File: config.mk
export PLATFORM = sky130hd
export DESIGN_NAME = rtc_ctrl_regs
export DESIGN_NICKNAME = d
export VERILOG_FILES = /design/src/logic/rtc_regs_pkg.sv /design/src/logic/rollover_if.sv /design/src/logic/periodic_flags.sv /design/src/logic/rtc_ctrl_regs.sv
export SDC_FILE = /design/constraint.sdc
export NUM_CORES = 1
export LEC_CHECK = 0
export ABC_AREA = 1
export BUFFER_PORTS_ARGS = -buffer_cell sky130_fd_sc_hd__buf_2
export CAP_MARGIN = 20
export CORE_MARGIN = 1
export CORE_UTILIZATION = 55
export CTS_CLUSTER_DIAMETER = 150
export CTS_CLUSTER_SIZE = 25
export DETAILED_ROUTE_END_ITERATION = 16
export PLACE_DENSITY = 0.77
export SYNTH_ARGS = -nofsm -noshare
export SYNTH_HDL_FRONTEND = slang
export SYNTH_SLANG_ARGS = --single-unit
File: constraint.sdc
create_clock -name sys_clk -period 4.1 [get_ports sys_clk]
set_clock_uncertainty 0.2 [all_clocks]
set_input_delay 0.82 -clock sys_clk [delete_from_list [all_inputs] [get_ports sys_clk]]
set_output_delay 0.82 -clock sys_clk [all_outputs]
set_load 0.02 [all_outputs]
File: src/logic/rtc_regs_pkg.sv
// control and status register constants for the clock's register file
// assumes a 5-bit register address and 8-bit register data
package rtc_regs_pkg;

   // -----------------------------------------------------------------
   // addresses
   // -----------------------------------------------------------------
   localparam logic [4:0] ADDR_MAIN_STATUS = 5'h00;
   localparam logic [4:0] ADDR_BANK_1 = 5'h01;
   localparam logic [4:0] ADDR_BANK_2 = 5'h02;
   localparam logic [4:0] ADDR_BANK_3 = 5'h03;
   localparam logic [4:0] ADDR_BANK_4 = 5'h04;
   localparam logic [4:0] ADDR_SAVE_FIRST = 5'h19;
   localparam logic [4:0] ADDR_SAVE_LAST = 5'h1D;
   localparam logic [4:0] ADDR_TEST_REG = 5'h1F;

   // -----------------------------------------------------------------
   // field positions
   // -----------------------------------------------------------------
   localparam int MS_INT_STATUS = 0;
   localparam int MS_POWER_FAIL_INPUT_N = 1;
   localparam int MS_PERIODIC = 2;
   localparam int MS_ALARM = 3;
   localparam int MS_BLOCK_SEL = 6;
   localparam int PF_OSC_FAIL = 6;
   localparam int PF_TEST = 7;
   localparam int TS_ENABLE = 7;
   localparam int CM_HOUR12 = 2;
   localparam int CM_START = 3;
   localparam int CM_STANDBY_INT = 4;
   localparam int OS_XTAL = 7;
   localparam int IE1_ALARM = 6;
   localparam int IE1_POWER_FAIL_INPUT_N = 7;
   localparam int N_ROLL = 6;
   localparam int SAVE_BYTES = 5;
   localparam int LEAP_W = 2;

   // -----------------------------------------------------------------
   // masks and reset values
   // -----------------------------------------------------------------
   localparam logic [7:0] MS_RAM_MASK = 8'hB0;
   localparam logic [7:0] TS_WRITE_MASK = 8'hBF;
   localparam logic [7:0] BYTE_ZERO = 8'h00;
   localparam logic [N_ROLL-1:0] ROLL_ZERO = 6'h00;
   localparam logic [LEAP_W-1:0] LEAP_CURRENT = 2'h0;
   localparam logic [LEAP_W-1:0] LEAP_STEP = 2'h1;
   localparam logic RST_OSC_FAIL = 1'b1;
   localparam logic RST_SINGLE_SUPPLY = 1'b1;

   typedef enum logic [3:0] {
      SEL_NONE, SEL_MAIN, SEL_PFLAG, SEL_TSAVE, SEL_CMODE, SEL_OSEL,
      SEL_PIE, SEL_AIE, SEL_SAVE, SEL_TEST
   } reg_sel_t;

endpackage

File: src/logic/rollover_if.sv
// rollover events and periodic flag state shared by the register file
// assumes one clock domain; the flag keeper drives flags and hit
`timescale 1ns/1ps
interface rollover_if;
   logic [rtc_regs_pkg::N_ROLL-1:0] rollover;
   logic [rtc_regs_pkg::N_ROLL-1:0] enable;
   logic rd_clear;
   logic [rtc_regs_pkg::N_ROLL-1:0] flags;
   logic periodic_hit;
   modport flags_side (input rollover, input enable, input rd_clear,
      output flags, output periodic_hit);
   modport regs_side (output rollover, output enable, output rd_clear,
      input flags, input periodic_hit);
endinterface

File: src/logic/periodic_flags.sv
// periodic rollover flags, cleared by a read, and the enabled-hit term
// assumes rollover bits are one-cycle pulses in the sys_clk domain
`timescale 1ns/1ps
module periodic_flags
   import rtc_regs_pkg::*;
(
   input wire logic sys_clk,
   input wire logic rst_b,
   rollover_if.flags_side rif
);

   logic [N_ROLL-1:0] flags_q;

   // -----------------------------------------------------------------
   // flags
   // -----------------------------------------------------------------
   // a rollover in the reading cycle survives the clear
   always_ff @(posedge sys_clk or negedge rst_b) begin
      if (!rst_b) begin
         flags_q <= ROLL_ZERO;
      end else if (rif.rd_clear) begin
         flags_q <= rif.rollover;
      end else begin
         flags_q <= flags_q | rif.rollover;
      end
   end

   assign rif.flags = flags_q;
   // no enabled bit, no periodic hit
   assign rif.periodic_hit = |(rif.rollover & rif.enable);

endmodule

File: src/logic/rtc_ctrl_regs.sv
// control and status register file of the real-time clock
// assumes synchronous inputs, one-cycle event pulses, and a master that
// never asserts read and write strobes together
//
// Added by the designer: the plain strobed port.
`timescale 1ns/1ps

module rtc_ctrl_regs
   import rtc_regs_pkg::*;
(
   input wire logic sys_clk,
   input wire logic rst_b,
   input wire logic [4:0] reg_addr,
   input wire logic [7:0] reg_wdata,
   input wire logic reg_wr,
   input wire logic reg_rd,
   output logic [7:0] reg_rdata,
   input wire logic [N_ROLL-1:0] rollover_evt,
   input wire logic alarm_evt,
   input wire logic osc_fail_evt,
   input wire logic osc_running,
   input wire logic power_fail_input_n,
   input wire logic standby_entry,
   input wire logic dec31_evt,
   input wire logic xtal_level,
   input wire logic [SAVE_BYTES*8-1:0] clock_counters,
   output logic interrupt_request_pin,
   output logic multifunction_output,
   output logic clock_run,
   output logic hour12_mode,
   output logic [LEAP_W-1:0] leap_count,
   output logic feb29_enable,
   output logic single_supply,
   output logic test_mode_en
);

   // -----------------------------------------------------------------
   // decode
   // -----------------------------------------------------------------
   function automatic reg_sel_t reg_decode(input logic [4:0] addr, input logic bs);
      reg_sel_t s;
      s = SEL_NONE;
      if (addr == ADDR_MAIN_STATUS) begin
         s = SEL_MAIN;
      end else if (addr == ADDR_BANK_1) begin
         s = bs ? SEL_CMODE : SEL_NONE;
      end else if (addr == ADDR_BANK_2) begin
         s = bs ? SEL_OSEL : SEL_NONE;
      end else if (addr == ADDR_BANK_3) begin
         s = bs ? SEL_PIE : SEL_PFLAG;
      end else if (addr == ADDR_BANK_4) begin
         s = bs ? SEL_AIE : SEL_TSAVE;
      end else if (addr >= ADDR_SAVE_FIRST && addr <= ADDR_SAVE_LAST) begin
         s = SEL_SAVE;
      end else if (addr == ADDR_TEST_REG) begin
         s = SEL_TEST;
      end
      return s;
   endfunction

   reg_sel_t sel;
   logic wr_main, wr_pflag, wr_tsave, wr_cmode, wr_osel, wr_pie, wr_aie;
   logic wr_save, wr_test, standby_clr;
   logic [2:0] save_idx;

   logic block_sel_q;
   logic [7:0] ms_ram_q;
   logic stat_pf_q, stat_per_q, stat_alarm_q, int_stat_q;
   logic osc_fail_q;
   logic [7:0] tsave_q;
   logic [7:0] cmode_q;
   logic [7:0] osel_q;
   logic [7:0] pie_q;
   logic [7:0] aie_q;
   logic [7:0] test_reg_q;
   logic [SAVE_BYTES-1:0][7:0] save_q;
   logic [LEAP_W-1:0] leap_d;
   logic [7:0] rdata_d;
   logic interrupt_request_pin_d, mfo_int_d;

   rollover_if rif ();

   periodic_flags periodic_flags_i (
      .sys_clk(sys_clk),
      .rst_b(rst_b),
      .rif(rif)
   );

   always_comb begin
      sel = reg_decode(reg_addr, block_sel_q);
      wr_main = reg_wr && sel == SEL_MAIN;
      wr_pflag = reg_wr && sel == SEL_PFLAG;
      wr_tsave = reg_wr && sel == SEL_TSAVE;
      wr_cmode = reg_wr && sel == SEL_CMODE;
      wr_osel = reg_wr && sel == SEL_OSEL;
      wr_pie = reg_wr && sel == SEL_PIE;
      wr_aie = reg_wr && sel == SEL_AIE;
      wr_save = reg_wr && sel == SEL_SAVE;
      wr_test = reg_wr && sel == SEL_TEST;
      save_idx = 3'(reg_addr - ADDR_SAVE_FIRST);
      standby_clr = standby_entry && !cmode_q[CM_STANDBY_INT];
   end

   assign rif.rollover = rollover_evt;
   assign rif.enable = pie_q[N_ROLL-1:0];
   assign rif.rd_clear = reg_rd && sel == SEL_PFLAG;

   // -----------------------------------------------------------------
   // main status
   // -----------------------------------------------------------------
   always_ff @(posedge sys_clk or negedge rst_b) begin
      if (!rst_b) begin
         block_sel_q <= 1'b0;
         ms_ram_q <= BYTE_ZERO;
      end else if (wr_main) begin
         block_sel_q <= reg_wdata[MS_BLOCK_SEL];
         ms_ram_q <= reg_wdata & MS_RAM_MASK;
      end
   end

   // pin level, not a write, owns this bit
   always_ff @(posedge sys_clk or negedge rst_b) begin
      if (!rst_b) begin
         stat_pf_q <= 1'b0;
      end else begin
         stat_pf_q <= !power_fail_input_n;
      end
   end

   always_ff @(posedge sys_clk or negedge rst_b) begin
      if (!rst_b) begin
         stat_alarm_q <= 1'b0;
      end else if (alarm_evt) begin
         stat_alarm_q <= 1'b1;
      end else if (wr_main && reg_wdata[MS_ALARM]) begin
         stat_alarm_q <= 1'b0;
      end
   end

   always_ff @(posedge sys_clk or negedge rst_b) begin
      if (!rst_b) begin
         stat_per_q <= 1'b0;
      end else if (standby_clr) begin
         stat_per_q <= 1'b0;
      end else if (rif.periodic_hit) begin
         stat_per_q <= 1'b1;
      end else if (wr_main && reg_wdata[MS_PERIODIC]) begin
         stat_per_q <= 1'b0;
      end
   end

   // -----------------------------------------------------------------
   // interrupt outputs
   // -----------------------------------------------------------------
   always_comb begin
      interrupt_request_pin_d = (stat_alarm_q && aie_q[IE1_ALARM]) || stat_per_q
         || (stat_pf_q && aie_q[IE1_POWER_FAIL_INPUT_N]);
      mfo_int_d = stat_pf_q && aie_q[IE1_POWER_FAIL_INPUT_N];
   end

   always_ff @(posedge sys_clk or negedge rst_b) begin
      if (!rst_b) begin
         interrupt_request_pin <= 1'b0;
         multifunction_output <= 1'b0;
         int_stat_q <= 1'b0;
      end else begin
         interrupt_request_pin <= interrupt_request_pin_d;
         multifunction_output <= osel_q[OS_XTAL] ? xtal_level : mfo_int_d;
         // mirrors the interrupt pin, and the multifunction pin outside xtal mode, so it drops once the status bits are gone
         int_stat_q <= interrupt_request_pin
            || (multifunction_output && !osel_q[OS_XTAL]);
      end
   end

   // -----------------------------------------------------------------
   // periodic flag register bits six and seven, and the test register
   // -----------------------------------------------------------------
   always_ff @(posedge sys_clk or negedge rst_b) begin
      if (!rst_b) begin
         osc_fail_q <= RST_OSC_FAIL;
      end else if (osc_fail_evt) begin
         osc_fail_q <= 1'b1;
      end else if (wr_cmode && reg_wdata[CM_START] && osc_running) begin
         osc_fail_q <= 1'b0;
      end
   end

   always_ff @(posedge sys_clk or negedge rst_b) begin
      if (!rst_b) begin
         single_supply <= RST_SINGLE_SUPPLY;
         test_mode_en <= 1'b0;
      end else begin
         if (osc_fail_evt) begin
            single_supply <= 1'b1;
         end else if (wr_pflag) begin
            single_supply <= reg_wdata[PF_OSC_FAIL];
         end
         if (wr_pflag) begin
            test_mode_en <= reg_wdata[PF_TEST];
         end
      end
   end

   always_ff @(posedge sys_clk or negedge rst_b) begin
      if (!rst_b) begin
         test_reg_q <= BYTE_ZERO;
      end else if (wr_test) begin
         test_reg_q <= reg_wdata;
      end
   end

   // -----------------------------------------------------------------
   // time save
   // -----------------------------------------------------------------
   // switchover clears the enable, so the last tracked time stays held
   always_ff @(posedge sys_clk or negedge rst_b) begin
      if (!rst_b) begin
         tsave_q <= BYTE_ZERO;
      end else if (standby_entry) begin
         tsave_q <= tsave_q & ~(8'h01 << TS_ENABLE);
      end else if (wr_tsave) begin
         tsave_q <= reg_wdata & TS_WRITE_MASK;
      end
   end

   always_ff @(posedge sys_clk or negedge rst_b) begin
      if (!rst_b) begin
         save_q <= '0;
      end else if (tsave_q[TS_ENABLE]) begin
         save_q <= clock_counters;
      end else if (wr_save) begin
         save_q[save_idx] <= reg_wdata;
      end
   end

   // -----------------------------------------------------------------
   // clock mode
   // -----------------------------------------------------------------
   always_comb begin
      leap_d = cmode_q[LEAP_W-1:0];
      if (wr_cmode) begin
         leap_d = reg_wdata[LEAP_W-1:0];
      end else if (dec31_evt) begin
         leap_d = cmode_q[LEAP_W-1:0] + LEAP_STEP;
      end
   end

   always_ff @(posedge sys_clk or negedge rst_b) begin
      if (!rst_b) begin
         cmode_q <= BYTE_ZERO;
      end else begin
         if (wr_cmode) begin
            cmode_q[7:LEAP_W] <= reg_wdata[7:LEAP_W];
         end
         cmode_q[LEAP_W-1:0] <= leap_d;
         // an oscillator not yet running keeps the chain stopped
         if (osc_fail_evt || !osc_running) begin
            cmode_q[CM_START] <= 1'b0;
         end
      end
   end

   always_ff @(posedge sys_clk or negedge rst_b) begin
      if (!rst_b) begin
         clock_run <= 1'b0;
         hour12_mode <= 1'b0;
         leap_count <= LEAP_CURRENT;
         feb29_enable <= 1'b1;
      end else begin
         clock_run <= wr_cmode ? reg_wdata[CM_START] && osc_running && !osc_fail_evt
            : cmode_q[CM_START] && osc_running && !osc_fail_evt;
         hour12_mode <= wr_cmode ? reg_wdata[CM_HOUR12] : cmode_q[CM_HOUR12];
         leap_count <= leap_d;
         feb29_enable <= leap_d == LEAP_CURRENT;
      end
   end

   // -----------------------------------------------------------------
   // output select and interrupt controls
   // -----------------------------------------------------------------
   always_ff @(posedge sys_clk or negedge rst_b) begin
      if (!rst_b) begin
         osel_q <= BYTE_ZERO;
      end else if (wr_osel) begin
         osel_q <= reg_wdata;
      end
   end

   always_ff @(posedge sys_clk or negedge rst_b) begin
      if (!rst_b) begin
         pie_q <= BYTE_ZERO;
         aie_q <= BYTE_ZERO;
      end else if (standby_clr) begin
         pie_q <= BYTE_ZERO;
         aie_q <= BYTE_ZERO;
      end else begin
         if (wr_pie) begin
            pie_q <= reg_wdata;
         end
         if (wr_aie) begin
            aie_q <= reg_wdata;
         end
      end
   end

   // -----------------------------------------------------------------
   // read path
   // -----------------------------------------------------------------
   always_comb begin
      rdata_d = BYTE_ZERO;
      if (reg_rd) begin
         case (sel)
            SEL_MAIN: begin
               rdata_d = ms_ram_q;
               rdata_d[MS_BLOCK_SEL] = block_sel_q;
               rdata_d[MS_ALARM] = stat_alarm_q;
               rdata_d[MS_PERIODIC] = stat_per_q;
               rdata_d[MS_POWER_FAIL_INPUT_N] = stat_pf_q;
               rdata_d[MS_INT_STATUS] = int_stat_q;
            end
            SEL_PFLAG: begin
               rdata_d[N_ROLL-1:0] = rif.flags;
               rdata_d[PF_OSC_FAIL] = osc_fail_q;
               rdata_d[PF_TEST] = test_mode_en;
            end
            SEL_TSAVE: rdata_d = tsave_q;
            SEL_CMODE: rdata_d = cmode_q;
            SEL_OSEL: rdata_d = osel_q;
            SEL_PIE: rdata_d = pie_q;
            SEL_AIE: rdata_d = aie_q;
            SEL_SAVE: rdata_d = save_q[save_idx];
            SEL_TEST: rdata_d = test_reg_q;
            default: rdata_d = BYTE_ZERO;
         endcase
      end
   end

   always_ff @(posedge sys_clk or negedge rst_b) begin
      if (!rst_b) begin
         reg_rdata <= BYTE_ZERO;
      end else begin
         reg_rdata <= rdata_d;
      end
   end
endmodule

==> summary by stage, run 1 <==
STA
After layout, the minimum clock period comes to 3.20 ns. The final worst-path cycle share is 78.0%. The sum of negative setup slack is 0 ns.

The final-report hold violation count is 0. The maximum operating frequency is 313 MHz. For the pin with the worst max-slew slack, the measured transition is 0.913 ns. The final number of max-transition violations came to 0. The total of endpoints with negative setup slack in the final report is 0. The tightest slew margin relative to the limit is 39.1%. Setup repair after global routing left no endpoint under its margin.

The final hold slack is 0.209 ns.

Setup path
The maximum net fanout on the critical path is 39. The cell with the largest stage delay on the worst path is buf_2. The endpoint required time on the critical path is 4.32 ns.

Data on the critical path arrives at its endpoint at 3.42 ns. The number of buffer and inverter stages on the critical path is 2. The delay of the slowest critical-path stage is 0.52 ns. STA classifies the critical path endpoint as a register. The worst setup path is launched from an input port.

Traced cell by cell, the critical path runs through buf_2 -> ha_1 -> nor2_1 -> nand2_1 -> nand3_2 -> nand2_1 -> nand3_2 -> nand2_1 -> nand2_1 -> nor2_2 -> nand2_1 -> nand2_1 -> inv_1 -> nand2_1 -> o21ai_1. The setup check on the worst reg-to-reg path leaves a slack of 1.89 ns. The critical path start-end classification is input port to register.

The dominant cell type by count on the critical path is nand2_1. Broken down by cell family, the worst path's largest delay share belongs to simple AND/OR/NAND/NOR gates.

Yosys
Synthesis produced a netlist whose cell count is 747. Sequential cells were found to cover 48.8% of the synthesized design area. The number of nets handed over by synthesis was 822. After synthesis the netlist holds a flip-flop and latch count of 117. The Yosys step of the flow raised 0 warnings.

The cell taking the most area after synthesis is dfrtp_1. After synthesis, the cell types taking the most area are dfrtp_1, nand2_1, o21ai_0. Summing every instance area after synthesis gives 6010 µm². The dominant synthesized flop cell is dfrtp_1. The number of distinct library cells after synthesis is 35. In the synthesized netlist, the cells that appear most often are nand2_1, dfrtp_1, inv_1, o21ai_0, nand3_1. The number of synthesized flops with an enable pin is 0. Averaged over all synthesized cells, the footprint is 8.04 µm².

The library cell with the highest instance count after synthesis is nand2_1. The share of synthesized area in the top cell type comes to 47.5%. The fraction of synthesis flops using an asynchronous set or reset pin is 100%.

CTS
After clock tree synthesis, the flow added hold-fix buffers numbering 0. After clock tree synthesis, the repair step resized 0 gates. TritonCTS built the clock tree. Counting along the longest clock path gives a buffer depth of 2. The clock sink count is 117. Once the clock tree was built, the setup fixing pass inserted 0 buffers.

The worst-skew pair later-pin latency is 0.53 ns. CTS placed an instance of clkbuf_8 at the clock tree root. The H-tree was split into 4 levels. Counting the buffers created by CTS gives 17. After clock tree synthesis, the clock-pin slew on the worst setup and hold paths is 0.06 ns.

Floorplanning
After floorplanning, the core was divided into 37 placement rows. In this run the vertical extent of the chip is 107 µm. The die covers 11300 µm². The floorplan step defined a core boundary enclosing 10500 µm². The floorplan die width is 107 µm. The initial core utilization is 57.4%. The number of I/O pins is 87.

Routing
The routed wire length is 18100 µm. Dividing the detail-routed via count by the number of cells gives 5.91. The count of vias placed by the detailed router is 5807.

The detailed-routing iteration count for the pre-antenna-repair pass is 7. The count of nets left with antenna violations after detail routing is 0. The first routing iteration left 633 violations. After detailed routing, the average wire length per cell comes to 18.4 µm. The final routed DRC violation total is 0.

Cells and area
The number of nets in the finished design is 909. The number of antenna repair diodes is 0. The share of cells above drive strength 1 is 18.9%. The number of filler cells placed in the layout is 845. The count of non-filler cells in the finished layout is 982. Compared with the post-synthesis result, the final layout area differs by 18.7%.

Power
The maximum vdd drop is 282 µV. The power per cell area is 508 nW/µm². The analysis attributes to cell leakage a power of 3.55 nW.

Place
The final RePlAce weighted congestion is 0.984. The count of buffers from port buffering is 86. The placed instance count is 951. Detailed placement ended at an HPWL of 13000 µm.

Global routing
The first-pass GRT wire length is 29100 µm. The initial antenna violation count is 0. The total overflow left after global routing is 0. The via count of the first global-routing pass is 5582.

Across every metal layer, demand over resource in global routing totals 34.3%. The maximum number of pins on one net before global-route repair is 70.

Flow run
Max-cap violations in this run came to 0.

Min path
The type of the tightest min-delay check is input port to async pin.

Run status
The flow ran to the end, and the final reports show no timing, DRC or antenna violations.
## final cells by class
cell class / instances / area (µm²) / share of cell area (%)
clock buffer: 23 / 487 / 6.83
clock inverter: 8 / 97.6 / 1.37
inverter: 89 / 334 / 4.69
multi-input combinational: 514 / 2600 / 36.4
sequential: 117 / 2930 / 41.1
tap: 136 / 170 / 2.39
timing repair buffer: 95 / 513 / 7.20
## metal layers
| layer | routed length, µm | GRT usage (%) | vias to the layer above |
|---|---|---|---|
| li1 | - | - | 2656 |
| met1 | 7870 | 47.9 | 2786 |
| met2 | 8090 | 52.7 | 323 |
| met3 | 1740 | 7.97 | 42 |
| met4 | 397 | 11.6 | 0 |
| met5 | 0 | 0 | - |
## power breakdown
part	switching, W	internal (W)
clock network	0.000526	0.000938
registers	0.000130	0.00139
logic	0.000403	0.000233
## sequential cells by signal, indices dropped and copies added, names as in the netlist, 6 cells and up
signal	flops
aie_q	8
cmode_q	6
osel_q	8
periodic_flags_i.rif.flags	6
pie_q	8
reg_rdata	8
save_q	40
test_reg_q	8
tsave_q	7
## layout by cell type (no fill, tap or decap)
cell type / Yosys / layout
nor2_8: 1 / 1
nor2_1: 38 / 38
dfrtp_1: 114 / 114
nand2_1: 226 / 226
o21a_1: 6 / 6
nand2_4: 1 / 1
o21ai_1: 7 / 7
o31ai_1: 3 / 3
nor4_4: 1 / 1
dfstp_2: 3 / 3
a21oi_1: 8 / 8
clkinv_1: 3 / 3
inv_1: 81 / 81
clkinv_2: 0 / 3
nand4_1: 19 / 19
clkbuf_8: 0 / 6
clkbuf_1: 10 / 1
o211ai_1: 17 / 17
xnor2_1: 1 / 1
buf_12: 0 / 1
buf_4: 3 / 9
o22ai_1: 2 / 2
a21o_1: 1 / 1
nand3_2: 4 / 4
nor2_4: 3 / 3
clkbuf_16: 0 / 16
inv_2: 5 / 5
nand3_1: 62 / 62
nor3_1: 2 / 2
bufinv_16: 0 / 2
nand2_2: 3 / 3
nor2_2: 5 / 5
clkinvlp_4: 0 / 3
o21ai_2: 8 / 8
buf_2: 8 / 85
ha_1: 5 / 5
o21ai_0: 67 / 67
nand4_4: 1 / 1
o221ai_1: 23 / 23
## kinds of logic after synthesis
family	share of synthesized area [%]
buffers and inverters	7.98
AND/OR/NAND/NOR	27.1
XOR/XNOR	0.146
flip-flops	48.8
adder cells (fa/ha/maj)	1.04
AO/OA/AOI/OAI	14.9
## through the flow
step                setup WS (ns)  instance area [µm²]  utilization (%)  total power [W]
CTS                         0.979                 7130             68.1          0.00361
detailed placement          0.434                 6550             62.6          0.00215
global route                0.590                 7130             68.1          0.00377
floorplan                    1.40                 6010                -          0.00191
global placement            0.601                 6550             62.6          0.00211
finish                      0.902                 7130             68.1          0.00362
## path summary, 6_finish.rpt
check | from | to | depth (start not counted)
max in group asynchronous | rst_b | single_supply | 2
min in group sys_clk | power_fail_input_n | stat_pf_q | 2
min reg2reg | interrupt_request_pin | int_stat_q | 1
max reg2reg | block_sel_q | pie_q[7] | 10
min | rst_b | save_q[17] | 1
max | reg_addr[0] | pie_q[7] | 15
(Power assumes the default switching activity.)
==> run 2: changes to the inputs <==
==> constraint.sdc (replaced) <==
create_clock -name sys_clk -period 3.2 [get_ports sys_clk]
set_clock_uncertainty 0.2 [all_clocks]
set_input_delay 0.64 -clock sys_clk [delete_from_list [all_inputs] [get_ports sys_clk]]
set_output_delay 0.64 -clock sys_clk [all_outputs]
set_load 0.02 [all_outputs]
==> run 2 against run 1 <==
Effect of this change:
- cell area up 1.1%
- core utilization up 0.78 points
- combinational power up 29%
- routed wire length up 1.5%
- sequential power up 28%
- non-clock buffer count up 9
- final cell count up 1.0%
- clock power up 30%
- critical endpoint is now osc_fail_q
- largest cell class unchanged
- largest power group unchanged
- highest routed layer unchanged
==> summary by stage, run 2 (synthesized netlist as in run 1, its figures left out) <==
Setup path
The slowest stage of the critical path belongs to the cell nor2_4. The endpoint required time on the critical path is 3.47 ns (-0.85 ns). The startpoint identified for the worst register-to-register timing path is block_sel_q.

The beginning of the critical path is reg_addr[1]. The most numerous cell type found on the critical path is nand2_1. The number of buffer and inverter stages on the critical path came to 4 (+2). The signal on the critical path passes through buf_2 -> inv_1 -> ha_1 -> nand2_1 -> nand3_1 -> nand3_2 -> nand2_1 -> nand3_2 -> nand2_1 -> buf_4 -> nand2_2 -> nor2_4 -> nand2_1 -> o21ai_0 -> inv_1.

The critical path start-end classification is input port to register. The data arrival time of the critical path is 2.70 ns (-0.72 ns). In this run the worst setup path terminates at osc_fail_q. The depth of the worst register-to-register path is 7 (-3). The worst setup path is captured at a register. The maximum net fanout on the critical path is 15 (-62%).

The kind of start point of the critical path is an input port. In this design, the largest share of critical-path delay is due to simple AND/OR/NAND/NOR gates. The count of cell instances traversed by the critical path is 15 (unchanged). The worst flop-to-flop path endpoint is osc_fail_q. The reg2reg setup slack was 1.10 ns (-0.79 ns). The delay of the slowest critical-path stage came to 0.29 ns (-0.23 ns).

Cells and area
save_q holds more flip-flops than any other register. The most common library cell in the layout ignoring fill and taps is nand2_1. The number of nets in the finished design is 918 (+0.99%). The top cell types in the final layout, fill and taps aside, are nand2_1, dfrtp_1, buf_2. The number of flip-flops in the largest register is 40 (unchanged). The core occupancy in the finished layout is 68.9% (+0.78 points).

The growth of design area from synthesis to finish is 20.0%. The sequential standard cell area is 2930 µm² (unchanged). The total non-filler cell area in the finished layout came to 7210 µm² (+1.1%). The share of cells above drive strength 1 is 19.7% (+0.83 points).

The number of antenna repair diodes is 0 (unchanged). The number of filler cells placed in the layout was 863 (+2.1%). The count of non-filler cells in the finished layout came to 992 (+1.0%). The multi-input logic area came to 2600 µm² (unchanged).

Place
The placed instance count is 959 (+0.84%). The total placed instance area is 6610 µm² (+0.92%). The final RePlAce weighted congestion is 0.970 (-1.4%).

The count of buffers from port buffering is 86 (unchanged). The half-perimeter wire length after detailed placement is 13200 µm (+1.5%).

CTS
The clock sink count is 117 (unchanged). The number of buffers inserted during clock tree synthesis was 17 (unchanged). The post-CTS setup buffer count is 0 (unchanged). The worst-skew pair later-pin latency was 0.54 ns (about the same). The CTS H-tree depth is 4 (unchanged).

The buffer depth of the longest clock path is 2 (unchanged). The clock-pin slew on the worst setup and hold paths is 0.06 ns (about the same). The cell sitting at the root of the clock tree is a clkbuf_8. The TritonCTS clock tree is built.

STA
The total of endpoints with negative setup slack in the final report is 0 (unchanged). The maximum operating frequency is 411 MHz. The final number of max-transition violations is 0 (unchanged). The tightest slew margin relative to the limit is 53.9% (+15 points). The shortest period the worst path allows is 2.43 ns.

The sum of negative setup slack came to 0 ns (unchanged). The final-report hold violation count is 0 (unchanged). Setup repair after global routing left no endpoint under its margin.

The final worst-path cycle share is 76.1%. The actual transition at the worst max-transition pin is 0.692 ns (-0.221 ns).

Routing
The mean number of vias per cell is 5.94 (+0.37%). The count of nets left with antenna violations after detail routing is 0 (unchanged). The count of vias placed by the detailed router was 5888 (+1.4%). The final routed DRC violation total is 0 (unchanged).

The detailed-routing iteration count for the pre-antenna-repair pass is 8 (+1). The routed wire length is 18400 µm (+1.5%). The routed wire length per instance is 18.5 µm (+0.48%).

The number of DRC markers in iteration 0 was 575 (-9.2%).

Global routing
The via count of the first global-routing pass is 5603 (+0.38%). The maximum number of pins on one net before global-route repair is 51 (-27%). The first-pass GRT wire length is 29600 µm (+1.8%). The global-route met1 utilization is 50.1% (+2.2 points). The met2 track demand over resource is 51.9% (-0.74 points). The most crowded layer after global routing is met2. The total overflow reported by the global router is 0 (unchanged).

The overall routing resource usage is 35.1% (+0.80 points). The initial antenna violation count is 0 (unchanged). The met3 demand-to-capacity share in global routing came to 6.93% (-1.0 points).

Floorplanning
The die height is 107 µm (unchanged). The number of I/O pins was 87 (unchanged). The floorplan die width is 107 µm (unchanged). The initial core utilization is 57.4% (unchanged). The die outline area came to 11300 µm² (unchanged).

The total number of placement rows was 37 (unchanged). The area of the core is 10500 µm² (unchanged).

Min path
The cell depth of the worst min-delay path is 2. In this run the worst hold path is classified as input port to register.

Power
The maximum vdd drop is 447 µV (+59%). The standby leakage power is 3.60 nW (+1.5%). The power per cell area is 646 nW/µm² (+27%).

Run status
The run finished with clean final reports.

Flow run
The number of max-cap violations is 0 (unchanged).
## run 2: what timing repair did
item | CTS | global route
hold endpoints to repair | 47 | 0
hold buffers | 1 | 0
resized for setup | 0 | 0
## run 2: metrics by stage
step	worst slack, ns	hold slack (ns)	power (W)
6_report	0.766	0.0386	0.00466
5_1_grt	0.555	0.0320	0.00485
4_1_cts	0.822	0.0257	0.00465
3_5_place_dp	0.267	0.271	0.00275
3_3_place_gp	0.391	0.265	0.00271
2_1_floorplan	0.678	0.144	0.00245
## run 2: cell type report
| type | instances | share of cell area (%) |
|---|---|---|
| Clock buffer | 24 | 6.94 |
| Clock inverter | 8 | 1.32 |
| Inverter | 89 | 4.63 |
| Multi-Input combinational cell | 514 | 36.0 |
| Sequential cell | 117 | 40.7 |
| Tap cell | 136 | 2.36 |
| Timing Repair Buffer | 104 | 8.09 |
## run 2: metal layers
| metal | up-vias | part of all wire [%] |
|---|---|---|
| met1 | 2809 | 43 |
| met2 | 357 | 45 |
| met4 | 0 | 3.0 |
| met3 | 48 | 9.3 |
| met5 | - | 0 |
| li1 | 2674 | - |
## run 2: worst reg2reg max path, delay by kind of cell (launching register included)
family | cells | cell delay, ns
and+or+nand+nor | 5 | 1.21
DFF | 1 | 0.44
AOI/OAI and AO/OA | 1 | 0.12
buffers and inverters | 1 | 0.06
## run 2: power by group
part / internal (W) / total (W) / switching, W
Combinational: 0.000305 / 0.000819 / 0.000514
Sequential: 0.00178 / 0.00194 / 0.000160
Clock: 0.00123 / 0.00190 / 0.000672
## run 2: how the worst min path moves through the flow
stage | start | to | slack [ns]
floorplan | rst_b | aie_q[0] | 0.14
global placement | aie_q[1] | aie_q[1] | 0.26
detailed placement | osel_q[4] | osel_q[4] | 0.27
CTS | power_fail_input_n | stat_pf_q | 0.03
global route | power_fail_input_n | stat_pf_q | 0.03
finish | power_fail_input_n | stat_pf_q | 0.04
==> run 3: changes to the inputs <==
--- a/config.mk
+++ b/config.mk
@@ -9,11 +9,11 @@
 export BUFFER_PORTS_ARGS = -buffer_cell sky130_fd_sc_hd__buf_2
 export CAP_MARGIN = 20
 export CORE_MARGIN = 1
-export CORE_UTILIZATION = 55
+export CORE_UTILIZATION = 52
 export CTS_CLUSTER_DIAMETER = 150
 export CTS_CLUSTER_SIZE = 25
 export DETAILED_ROUTE_END_ITERATION = 16
-export PLACE_DENSITY = 0.77
+export PLACE_DENSITY = 0.76
 export SYNTH_ARGS = -nofsm -noshare
 export SYNTH_HDL_FRONTEND = slang
 export SYNTH_SLANG_ARGS = --single-unit
==> constraint.sdc (replaced) <==
create_clock -name sys_clk -period 2.2 [get_ports sys_clk]
set_clock_uncertainty 0.2 [all_clocks]
set_input_delay 0.44 -clock sys_clk [delete_from_list [all_inputs] [get_ports sys_clk]]
set_output_delay 0.44 -clock sys_clk [all_outputs]
set_load 0.02 [all_outputs]
==> run 3 against run 2 <==
Effect of this change:
- combinational power up 47%
- critical path type unchanged
- critical endpoint is now reg_rdata[1]
- first-iteration DRC count down 2.6%
- highest routed layer unchanged
- flip-flop and latch count unchanged
- non-clock buffer count rose by 32
==> summary by stage, run 3 (synthesized netlist as in run 1, its figures left out) <==
Setup path
The reg2reg setup slack is 0.38 ns (-0.72 ns). The critical path is of the input port to register type. The worst setup path is launched from an input port. Traced cell by cell, the critical path runs through buf_2 -> ha_1 -> nor2_1 -> nand2_1 -> nand3_2 -> nand2_1 -> nand3_2 -> nand2_1 -> buf_4 -> nand3_1 -> nand3_1 -> nor2_1 -> nand3_1 -> nand2_1 -> inv_1. STA classifies the critical path endpoint as a register. The number of buffer and inverter stages on the critical path is 3 (-1). The maximum net fanout on the critical path came to 21 (+6). The cell with the largest stage delay on the worst path is ha_1. The delay of the slowest critical-path stage is 0.24 ns (-0.05 ns).

The dominant cell type by count on the critical path is nand2_1. The startpoint identified for the worst register-to-register timing path is block_sel_q. The endpoint required time on the critical path is 2.31 ns (-1.16 ns).

In this run the critical register-to-register path is captured at reg_rdata[1]. The count of cell instances traversed by the critical path is 15 (unchanged). In this design, the largest share of critical-path delay is due to simple AND/OR/NAND/NOR gates.

The depth of the worst register-to-register path came to 10 (+3). The beginning of the critical path is reg_addr[0]. The data arrival time of the critical path is 2.14 ns (-0.56 ns).

STA
The sum of negative setup slack came to 0 ns (unchanged). The setup slack after layout is 0.176 ns (-0.590 ns). The final worst-path cycle share is 92.0%. The worst path needs 2.02 ns of the cycle, external delays included. The final-report hold violation count was 0 (unchanged). The actual transition at the worst max-transition pin was 0.523 ns (-0.169 ns).

The tightest slew margin relative to the limit is 65.1% (+11 points). The maximum operating frequency is 494 MHz. Setup repair after global routing left no endpoint under its margin. The final hold slack was 0.0113 ns (-0.0273 ns). The total of endpoints with negative setup slack in the final report is 0 (unchanged). The final number of max-transition violations was 0 (unchanged).

Power
The total power draw is 0.00687 W (+47%). The standby leakage power came to 3.79 nW (+5.2%). The maximum vdd drop came to 686 µV (+54%). The power per cell area is 907 nW/µm² (+40%).

CTS
The worst-skew pair later-pin latency is 0.42 ns (-0.12 ns). The CTS H-tree depth is 4 (unchanged). The clock-pin slew on the worst setup and hold paths is 0.05 ns (about the same). The number of buffers inserted during clock tree synthesis is 17 (unchanged). The buffer depth of the longest clock path was 2 (unchanged). The clock sink count is 117 (unchanged). TritonCTS built the clock tree. The post-CTS setup buffer count is 0 (unchanged). The tree is rooted in a clkbuf_16.

Floorplanning
The number of I/O pins is 87 (unchanged). The initial core utilization is 54.5% (-3.0 points). The total number of placement rows was 38 (+2.7%).

The die height is 109 µm (+2.8%). The die outline area is 12000 µm² (+5.7%). The floorplan die width came to 109 µm (+2.8%). The area of the core is 11000 µm² (+5.4%).

Cells and area
The number of filler cells placed in the layout came to 876 (+1.5%). The number of flip-flops in the largest register is 40 (unchanged). The number of antenna repair diodes was 0 (unchanged). The top cell types in the final layout, fill and taps aside, are nand2_1, dfrtp_1, buf_2. The total non-filler cell area in the finished layout is 7570 µm² (+5.0%). The number of nets in the finished design came to 950 (+3.5%). The growth of design area from synthesis to finish is 26.1%. Counting flops per register, the top entry is save_q. The share of cells above drive strength 1 is 23.3% (+3.5 points).

The most common library cell in the layout ignoring fill and taps is nand2_1.

Routing
The final routed DRC violation total came to 0 (unchanged). The count of nets left with antenna violations after detail routing is 0 (unchanged). The mean number of vias per cell came to 5.66 (-4.7%).

The routed wire length per instance is 16.4 µm (-11%). The routed wire length was 16800 µm (-8.3%). The number of DRC markers in iteration 0 is 560 (-2.6%).

The count of vias placed by the detailed router came to 5804 (-1.4%). The detailed-routing iteration count for the pre-antenna-repair pass is 5 (-3).

Place
The total placed instance area is 6940 µm² (+5.1%). The pre-CTS setup slack was -0.197 ns (-0.464 ns). The half-perimeter wire length after detailed placement came to 12500 µm (-5.2%). The count of buffers from port buffering is 86 (unchanged). The final RePlAce weighted congestion is 1.02 (+4.9%).

Global routing
The maximum number of pins on one net before global-route repair came to 54 (+5.9%). The initial antenna violation count came to 0 (unchanged). The first-pass GRT wire length is 27600 µm (-7.0%). The total overflow reported by the global router is 0 (unchanged). The via count of the first global-routing pass was 5673 (+1.2%). The overall routing resource usage is 31.0% (-4.0 points).

Min path
The start point of the worst hold path is alarm_evt. In this run the worst hold path is classified as input port to register. The cell depth of the worst min-delay path is 3 (+1). The worst-case hold path end point is stat_alarm_q.

Run status
The run finished with clean final reports.

Flow run
The number of max-cap violations is 0 (unchanged).
[run 3: where the power goes]
group	internal, W	switching [W]	total, W
Sequential	0.00259	0.000237	0.00282
Clock	0.00188	0.000958	0.00284
Combinational	0.000483	0.000721	0.00120
Total	0.00495	0.00192	0.00687
[run 3: how the worst max path moves through the flow]
stage,slack [ns],endpoint
4_1_cts,0.21,reg_rdata[1]
3_3_place_gp,-0.11,reg_rdata[1]
5_1_grt,0.01,reg_rdata[1]
3_5_place_dp,-0.20,reg_rdata[1]
2_1_floorplan,0.002,save_q[16]
6_report,0.18,reg_rdata[1]
[run 3: timing repair]
action / in CTS / in global routing
hold buffers: 2 / 0
gates resized for setup: 0 / 1
endpoints found under the hold margin: 44 / 0
setup endpoints to repair: 0 / 2
[run 3: metrics by stage]
step,instances,utilization (%)
after floorplan,747,-
after global placement,994,62.9
after detailed placement,994,62.9
after CTS,1026,68.6
after global routing,1026,68.6
final,1026,68.6
[run 3: worst reg2reg max path, cell delays in order, from the launching register on]
cell	delay, ns
dfrtp_1	0.44
nand4_1	0.14
nand3_2	0.10
nand2_1	0.09
buf_4	0.22
nand3_1	0.10
nand3_1	0.11
nor2_1	0.13
nand3_1	0.08
nand2_1	0.07
inv_1	0.04
[run 3: layout make-up]
class / count / area [µm²] / area share, %
multi-input cells: 514 / 2640 / 34.9
clock buffers: 21 / 480 / 6.35
flip-flops and latches: 117 / 2930 / 38.7
well taps: 140 / 175 / 2.31
inverters: 89 / 342 / 4.51
clock inverters: 9 / 126 / 1.67
repair buffers: 136 / 876 / 11.6
[run 3: per-layer routing]
| metal | GRT usage (%) | share of wire (%) | vias to the layer above |
|---|---|---|---|
| li1 | - | - | 2734 |
| met1 | 42.2 | 44 | 2751 |
| met2 | 48.7 | 46 | 278 |
| met3 | 6.58 | 8.2 | 41 |
| met4 | 12.3 | 2.3 | 0 |
| met5 | 0 | 0 | - |
